[src/omcs_pkg.sv]
// Constants for the optical module control and status block.
// Assumes a single 200 MHz system clock and a two-wire slave clocked from it.
package omcs_pkg;
  localparam logic [6:0] OMCS_ADDR_ID = 7'h50;    // 0xa0 >> 1
  localparam logic [6:0] OMCS_ADDR_DIAG = 7'h51;  // 0xa2 >> 1
  localparam logic [6:0] OMCS_ADDR_TEST = 7'h58;  // 0xb0 >> 1, reserved, not answered
  localparam logic [7:0] OMCS_STATUS_OFS = 8'h6e;
  localparam int OMCS_BIT_TXOFF_STATE = 7;
  localparam int OMCS_BIT_TXOFF_SOFT = 6;
  localparam int OMCS_BIT_FAULT = 2;
  localparam int OMCS_BIT_RXLOST = 1;
  localparam logic [7:0] OMCS_OFS_TEMP = 8'h60;
  localparam logic [7:0] OMCS_OFS_VCC = 8'h62;
  localparam logic [7:0] OMCS_OFS_BIAS = 8'h64;
  localparam logic [7:0] OMCS_OFS_TXPWR = 8'h66;
  localparam logic [7:0] OMCS_OFS_RXPWR = 8'h68;
  localparam logic [7:0] OMCS_STATUS_RESET = 8'h00;
  typedef enum logic [2:0] {
    OMCS_IDLE, OMCS_ADDR, OMCS_ACK, OMCS_WDATA, OMCS_RDATA, OMCS_RACK
  } omcs_state_t;
endpackage

[src/optical_module_control_status.sv]
// Control and status logic of a pluggable optical module: fault latch,
// transmit-off, eye-safety cut and a two-wire management slave.
// Assumes the host drives the pins; the monitors are sampled analog words.
`timescale 1ns/100ps
// Functional notes
// - The serial slave answers at 0xa0 and 0xa2, each a 256-byte space.
// - Page 0xb0 is reserved for internal test and is not answered to the host.
// - The laser is off while the transmit-off pin is high and on while it is low.
// - An undriven transmit-off pin counts as high, keeping the laser off.
// - Asserting then releasing the transmit-off pin clears the latched fault.
// - Soft transmit-off bit 6 of diagnostic byte 110 is ORed with the pin.
// - Bit 7 of byte 110 reads the current transmit-off state.
// - A laser fault raises the fault output and turns the laser off.
// - The fault latches and clears only on a transmit-off toggle or reset.
// - Bit 2 of byte 110 reads the fault state.
// - An unsafe output power condition turns the transmitter off.
// - Receive-signal-lost is high for unusable input and low otherwise.
// - Bit 1 of byte 110 reads the receive-signal-lost state.
// - Diagnostic bytes give temperature, supply, bias, tx and rx power.
module optical_module_control_status
  import omcs_pkg::*;
(
  input wire logic sys_clk,
  input wire logic rstn,
  input wire logic clkEn,
  input wire logic txOffPin,
  input wire logic txOffDriven,
  input wire logic laserFault,
  input wire logic powerUnsafe,
  input wire logic rxInputBad,
  input wire logic [15:0] monTemp,
  input wire logic [15:0] monVcc,
  input wire logic [15:0] monBias,
  input wire logic [15:0] monTxPower,
  input wire logic [15:0] monRxPower,
  input wire logic sclIn,
  input wire logic sdaIn,
  output logic sdaOut,
  output logic sdaOe,
  output logic laserEnable,
  output logic txFault,
  output logic receive_signal_lost
);
  logic [1:0] offSync_q, sclSync_q, sdaSync_q, rawSync_q;
  logic [1:0] unsafeSync_q, faultSync_q, drvSync_q;
  logic offLevel;
  logic txOff, fault_q, offPrev_q, sawOff_q, softOff_q, rxLost_q;
  logic sclPrev_q, sdaPrev_q;
  logic [7:0] idMem [0:255];
  logic [7:0] diagMem [0:255];

  // Pin and driven flag get their own flops; an OR ahead of them could glitch
  always_ff @(posedge sys_clk) begin
    if (!rstn) begin
      offSync_q <= 2'h3;
      drvSync_q <= 2'h0;
      sclSync_q <= 2'h3;
      sdaSync_q <= 2'h3;
      unsafeSync_q <= 2'h0;
      faultSync_q <= 2'h0;
      rawSync_q <= 2'h0;
    end else if (clkEn) begin
      offSync_q <= {offSync_q[0], txOffPin};
      drvSync_q <= {drvSync_q[0], txOffDriven};
      sclSync_q <= {sclSync_q[0], sclIn};
      sdaSync_q <= {sdaSync_q[0], sdaIn};
      unsafeSync_q <= {unsafeSync_q[0], powerUnsafe};
      faultSync_q <= {faultSync_q[0], laserFault};
      rawSync_q <= {rawSync_q[0], rxInputBad};
    end
  end

  assign offLevel = offSync_q[1] | ~drvSync_q[1];
  assign txOff = offLevel | softOff_q;

  // Fault latch; a new fault in the clearing cycle wins over the clear
  always_ff @(posedge sys_clk) begin
    if (!rstn) begin
      fault_q <= 1'b0;
      offPrev_q <= 1'b1;
      sawOff_q <= 1'b0;
    end else if (clkEn) begin
      offPrev_q <= offLevel;
      if (faultSync_q[1] || unsafeSync_q[1]) begin
        fault_q <= 1'b1;
        sawOff_q <= 1'b0;
      end else if (fault_q && offLevel) begin
        sawOff_q <= 1'b1;
      end else if (fault_q && sawOff_q && offPrev_q && !offLevel) begin
        fault_q <= 1'b0;
        sawOff_q <= 1'b0;
      end
    end
  end

  always_ff @(posedge sys_clk) begin
    if (!rstn) begin
      laserEnable <= 1'b0;
      txFault <= 1'b0;
      receive_signal_lost <= 1'b1;
      rxLost_q <= 1'b1;
    end else if (clkEn) begin
      laserEnable <= ~txOff & ~fault_q & ~unsafeSync_q[1];
      txFault <= fault_q;
      rxLost_q <= rawSync_q[1];
      receive_signal_lost <= rawSync_q[1];
    end
  end

  // Two-wire slave
  omcs_state_t state_q;
  logic [3:0] bitCnt_q;
  logic [7:0] shift_q, ptr_q;
  logic diagSel_q, rw_q, gotPtr_q, ackOk_q;
  logic sclRise, sclFall, start, stop;
  logic [7:0] rdByte, statusByte;

  assign sclRise = sclSync_q[1] & ~sclPrev_q;
  assign sclFall = ~sclSync_q[1] & sclPrev_q;
  assign start = sclSync_q[1] & sdaPrev_q & ~sdaSync_q[1];
  assign stop = sclSync_q[1] & ~sdaPrev_q & sdaSync_q[1];

  always_comb begin
    statusByte = 8'h00;
    statusByte[OMCS_BIT_TXOFF_STATE] = txOff;
    statusByte[OMCS_BIT_TXOFF_SOFT] = softOff_q;
    statusByte[OMCS_BIT_FAULT] = fault_q;
    statusByte[OMCS_BIT_RXLOST] = rxLost_q;
  end

  always_comb begin
    if (!diagSel_q) begin
      rdByte = idMem[ptr_q];
    end else begin
      case (ptr_q)
        OMCS_STATUS_OFS: rdByte = statusByte;
        OMCS_OFS_TEMP: rdByte = monTemp[15:8];
        OMCS_OFS_TEMP + 8'h01: rdByte = monTemp[7:0];
        OMCS_OFS_VCC: rdByte = monVcc[15:8];
        OMCS_OFS_VCC + 8'h01: rdByte = monVcc[7:0];
        OMCS_OFS_BIAS: rdByte = monBias[15:8];
        OMCS_OFS_BIAS + 8'h01: rdByte = monBias[7:0];
        OMCS_OFS_TXPWR: rdByte = monTxPower[15:8];
        OMCS_OFS_TXPWR + 8'h01: rdByte = monTxPower[7:0];
        OMCS_OFS_RXPWR: rdByte = monRxPower[15:8];
        OMCS_OFS_RXPWR + 8'h01: rdByte = monRxPower[7:0];
        default: rdByte = diagMem[ptr_q];
      endcase
    end
  end

  always_ff @(posedge sys_clk) begin
    if (!rstn) begin
      state_q <= OMCS_IDLE;
      bitCnt_q <= 4'h0;
      shift_q <= 8'h00;
      ptr_q <= 8'h00;
      diagSel_q <= 1'b0;
      rw_q <= 1'b0;
      gotPtr_q <= 1'b0;
      ackOk_q <= 1'b0;
      sdaOut <= 1'b0;
      sdaOe <= 1'b0;
      softOff_q <= OMCS_STATUS_RESET[OMCS_BIT_TXOFF_SOFT];
      sclPrev_q <= 1'b1;
      sdaPrev_q <= 1'b1;
    end else if (clkEn) begin
      sclPrev_q <= sclSync_q[1];
      sdaPrev_q <= sdaSync_q[1];
      if (start) begin
        state_q <= OMCS_ADDR;
        bitCnt_q <= 4'h0;
        gotPtr_q <= 1'b0;
        sdaOe <= 1'b0;
      end else if (stop) begin
        state_q <= OMCS_IDLE;
        sdaOe <= 1'b0;
      end else begin
        case (state_q)
          OMCS_IDLE: sdaOe <= 1'b0;
          OMCS_ADDR, OMCS_WDATA: begin
            if (sclRise) begin
              shift_q <= {shift_q[6:0], sdaSync_q[1]};
              bitCnt_q <= bitCnt_q + 4'h1;
            end else if (sclFall && bitCnt_q == 4'h8) begin
              bitCnt_q <= 4'h0;
              if (state_q == OMCS_ADDR) begin
                ackOk_q <= shift_q[7:1] == OMCS_ADDR_ID || shift_q[7:1] == OMCS_ADDR_DIAG;
                diagSel_q <= shift_q[7:1] == OMCS_ADDR_DIAG;
                rw_q <= shift_q[0];
                sdaOe <= shift_q[7:1] == OMCS_ADDR_ID || shift_q[7:1] == OMCS_ADDR_DIAG;
              end else begin
                ackOk_q <= 1'b1;
                sdaOe <= 1'b1;
                if (!gotPtr_q) begin
                  ptr_q <= shift_q;
                  gotPtr_q <= 1'b1;
                end else begin
                  if (diagSel_q && ptr_q == OMCS_STATUS_OFS) begin
                    softOff_q <= shift_q[OMCS_BIT_TXOFF_SOFT];
                  end else if (diagSel_q) begin
                    diagMem[ptr_q] <= shift_q;
                  end else begin
                    idMem[ptr_q] <= shift_q;
                  end
                  ptr_q <= ptr_q + 8'h01;
                end
              end
              sdaOut <= 1'b0;
              state_q <= OMCS_ACK;
            end
          end
          OMCS_ACK: begin
            if (sclFall) begin
              if (!ackOk_q) begin
                sdaOe <= 1'b0;
                state_q <= OMCS_IDLE;
              end else if (rw_q) begin
                shift_q <= {rdByte[6:0], 1'b0};
                sdaOut <= rdByte[7];
                sdaOe <= ~rdByte[7];
                bitCnt_q <= 4'h1;
                ptr_q <= ptr_q + 8'h01;
                state_q <= OMCS_RDATA;
              end else begin
                sdaOe <= 1'b0;
                state_q <= OMCS_WDATA;
              end
            end
          end
          OMCS_RDATA: begin
            if (sclFall) begin
              if (bitCnt_q == 4'h8) begin
                sdaOe <= 1'b0;
                state_q <= OMCS_RACK;
              end else begin
                sdaOut <= shift_q[7];
                sdaOe <= ~shift_q[7];
                shift_q <= {shift_q[6:0], 1'b0};
                bitCnt_q <= bitCnt_q + 4'h1;
              end
            end
          end
          OMCS_RACK: begin
            if (sclRise) begin
              ackOk_q <= ~sdaSync_q[1];
              state_q <= sdaSync_q[1] ? OMCS_IDLE : OMCS_ACK;
            end
          end
          default: state_q <= OMCS_IDLE;
        endcase
      end
    end
  end
endmodule

[config.mk]
export PLATFORM = sky130hd
export DESIGN_NAME = optical_module_control_status
export DESIGN_NICKNAME = d
export VERILOG_FILES = /design/src/omcs_pkg.sv /design/src/optical_module_control_status.sv
export SDC_FILE = /design/constraint.sdc
export NUM_CORES = 2
export LEC_CHECK = 0
export BUFFER_PORTS_ARGS = -buffer_cell sky130_fd_sc_hd__buf_2
export CORE_MARGIN = 4
export CORE_UTILIZATION = 35
export DETAILED_ROUTE_END_ITERATION = 10
export GPL_ROUTABILITY_DRIVEN = 0
export SLEW_MARGIN = 20
export SYNTH_ARGS = -nofsm -noshare
export SYNTH_HDL_FRONTEND = slang
export SYNTH_SLANG_ARGS = --single-unit
[constraint.sdc]
create_clock -name sys_clk -period 12.63 [get_ports sys_clk]
set_input_delay 1.263 -clock sys_clk [delete_from_list [all_inputs] [get_ports sys_clk]]
set_output_delay 1.263 -clock sys_clk [all_outputs]
set_load 0.02 [all_outputs]
==> impl_metrics.tcl <==
set metrics [dict create \
    final_common_cell "edfxtp_1" \
    clock.fmax_ghz 0.163 \
    synthSimpleGateAreaFrac 0.0294 \
    worstPathRequired_ns 13.44 \
    worstPathArrival_ns 6.94 \
    setup_violations 0 \
    slew_headroom 0.131 \
    nets 8400 \
    setup.worst_path.end_class "flip-flop" \
    outcome "finished, final reports clean" \
    clk_latency_ns 1.04 \
    wl_mm 473 \
    io_buffers 94 \
    track_usage 0.192 \
    synth_top_flop_cell "edfxtp_1" \
    grt_pass1_wl_mm 662 \
    synth_edf_count 4096 \
    area_growth_pct 12.1 \
    cts.sinks 4156 \
    drive_above_1_share 0.211 \
    fin_crit_sh 0.485 \
    dieArea_sq_um 480000 \
    yosys.area_share.xor_xnor 0.0000534 \
    wl_per_cell_um 31.9 \
    peakVddDrop_uv 123 \
    power_switching_mw 5.30 \
    ys_types 88 \
    synth_top_family_by_area "multiplexers" \
    synth_mux_area_frac 0.154 \
    synth.ff_latch_count 4156 \
    ant_nets 0 \
    pwr-share-seq 0.556 \
    dieHeight_um 693 \
    p_sw_frac 0.197 \
    drv_cap 0 \
    cts_resized 0 \
    vias_per_cell 5.75 \
    setup.worst_path.start_class "flip-flop" \
    num_vias 85314 \
    cellPowerDensity_nw_per_um2 146 \
    cts-root-buf "clkbuf_16" \
    final_cell_mix "4096 x edfxtp_1, 847 x mux4_2, 616 x nor2_1" \
    num_rows 251 \
    min_path_type "reg2reg" \
    htree_num_levels 5 \
    setup_ws_ns 6.51 \
    report.final.slew_viol_count 0 \
    dp_cells 14089 \
    comb_power_share 0.002 \
    syn_inst 8095 \
    drc_errors 0 \
    grt-ovfl-total 0 \
    synth-adder-area-share 0.000457 \
    fin_setup_tns_ns 0 \
    min_period_ns 6.12 \
    cts_made_buffers 404 \
    die_w_um 693 \
    antenna_found_initial 29 \
    syn-cell-area_sq_um 164000 \
    yosysSeqAreaShare 0.757 \
    io_pins 95 \
    fin_cells 14844 \
    grt_pass1_vias 84330 \
    yosys_warnings 0 \
    drt_iter0_drc 12142 \
    cts_tree "yes" \
    finalHoldViolCount 0 \
    avgSynthCellArea_sq_um 20.3 \
    clockBufferDepth 4 \
    clkTransAtPathRegs_ns 0.06 \
    place_ws_ns 6.72 \
    start_util 0.351 \
    holdPathStages 2 \
    tightestPinTransition_ns 1.30 \
    r2r_cells 10 \
    async_flop_share 0 \
    hpwlAfterDp_mm 290 \
    rsz0062_at_grt "false" \
    coreArea_sq_um 467000 \
    worstPathMaxFanout 99 \
    grt_max_degree 224 \
    leakagePower_nw 53.7 \
    skew_ns 0.0914 \
    cts_hold_buf 0 \
    post_cts_buffers 0 \
    worstSetupPathType "reg2reg" \
    final_util 0.394 \
    synth_compound_area_frac 0.0362 \
    clock_power_share 0.442 \
    detail_route.first_pass.iterations 9 \
    internal-power_mw 21.5 \
]
path summary, 6_finish.rpt:
check | startpoint | end | slack [ns]
worst max-delay path | flip-flop | shift_q[3]$_SDFFE_PN0P_ | 6.51
worst min register to register | offSync_q[1]$_SDFFE_PN1P_ | offSync_q[1]$_SDFFE_PN1P_ | 0.46
worst min-delay path | offSync_q[1]$_SDFFE_PN1P_ | offSync_q[1]$_SDFFE_PN1P_ | 0.46
worst max register to register | flip-flop | shift_q[3]$_SDFFE_PN0P_ | 6.51
kinds of logic (layout without fill, tap and decap cells):
family / after synthesis / after routing
muxes: 1431 / 1431
and+or+nand+nor: 1112 / 1112
adders and majority gates: 6 / 6
DFF: 4156 / 4156
buffers and inverters: 544 / 1083
AOI/OAI and AO/OA: 844 / 844
xor gates and xnor gates: 1 / 1
other: 1 / 13
layer usage:
metal,part of all wire,track usage
met4,0.040,0.0666
met3,0.12,0.0583
met1,0.39,0.261
met5,0.00082,0
met2,0.45,0.293
cells in the mapped netlist, types with 7 or more instances:
| master | count | area share |
|---|---|---|
| edfxtp_1 | 4096 | 0.75 |
| mux4_2 | 847 | 0.12 |
| nor2_1 | 631 | 0.014 |
| mux2i_1 | 548 | 0.033 |
| o221ai_1 | 208 | 0.011 |
| clkbuf_1 | 201 | 0.0046 |
| nand2_1 | 161 | 0.0037 |
| a21oi_1 | 158 | 0.0048 |
| o22ai_1 | 143 | 0.0054 |
| buf_2 | 88 | 0.0027 |
| nor3_1 | 85 | 0.0026 |
| buf_6 | 81 | 0.0056 |
| o21ai_0 | 80 | 0.0024 |
| nand3_1 | 79 | 0.0024 |
| buf_4 | 62 | 0.0028 |
| dfxtp_1 | 60 | 0.0073 |
| a31oi_1 | 44 | 0.0017 |
| buf_8 | 43 | 0.0039 |
| a22oi_1 | 38 | 0.0017 |
| and2_1 | 26 | 0.00099 |
| mux4_1 | 26 | 0.0042 |
| nor2b_1 | 26 | 0.00099 |
| a211oi_1 | 25 | 0.0011 |
| and3_1 | 24 | 0.00091 |
| buf_1 | 21 | 0.00048 |
| nor4_1 | 20 | 0.00076 |
| clkbuf_8 | 18 | 0.0015 |
| nand2b_1 | 16 | 0.00061 |
| inv_1 | 15 | 0.00034 |
| a2111oi_0 | 14 | 0.00075 |
| o211ai_1 | 13 | 0.00059 |
| o21a_1 | 13 | 0.00059 |
| a222oi_1 | 10 | 0.00061 |
| mux2_2 | 10 | 0.00069 |
| o311ai_0 | 10 | 0.00053 |
| a22o_1 | 9 | 0.00048 |
| o31ai_1 | 9 | 0.00041 |
| a221oi_1 | 8 | 0.00043 |
| clkbuf_4 | 8 | 0.00037 |
| a32oi_1 | 7 | 0.00037 |
| nand4_1 | 7 | 0.00027 |
| o2111ai_1 | 7 | 0.00037 |
layout make-up:
type / instances / area [sq um]
antenna: 5 / 12.5
clock buffer: 504 / 10600
clock inverter: 239 / 2300
fill: 41402 / 283000
inverter: 18 / 87.6
multi-input combinational: 3402 / 36500
sequential: 4156 / 124000
tap: 6198 / 7750
timing repair buffer: 322 / 2520
per-stage QoR:
stage / hold slack [ns] / power [mW] / instance area [sq um]
global placement: 0.454 / 15.3 / 171000
CTS: 0.411 / 27.0 / 184000
finish: 0.465 / 26.8 / 184000
detailed placement: 0.452 / 15.3 / 171000
floorplan: 0.432 / 15.2 / 164000
global route: 0.465 / 27.6 / 184000
worst max-delay path: stages (launching register included):
cell	delay [ns]
dfxtp_4	0.64
buf_12	0.64
buf_4	0.77
buf_4	0.89
mux4_2	0.41
mux4_2	0.47
and2_1	0.17
a211oi_1	0.52
nor4_2	0.23
a211oi_1	0.96
a31oi_1	0.12
power groups by stage:
stage | combinational, mW | clock [mW] | sequential, mW
detailed placement | 0.0436 | 0 | 15.2
floorplan | 0.0148 | 0 | 15.2
global route | 0.0480 | 12.6 | 14.9
global placement | 0.0424 | 0 | 15.2
finish | 0.0460 | 11.9 | 14.9
CTS | 0.0438 | 12.0 | 14.9
flip-flops by register name, summed over array words and instances (netlist names), 2 cells and up, named ones only:
name and flops:
ptr_q 8, offSync_q 2, diagMem 2048, drvSync_q 2, faultSync_q 2, sclSync_q 2
state_q 3, rawSync_q 2, shift_q 8, bitCnt_q 4, sdaSync_q 2, unsafeSync_q 2
idMem 2048
(Power assumes the default switching activity.)
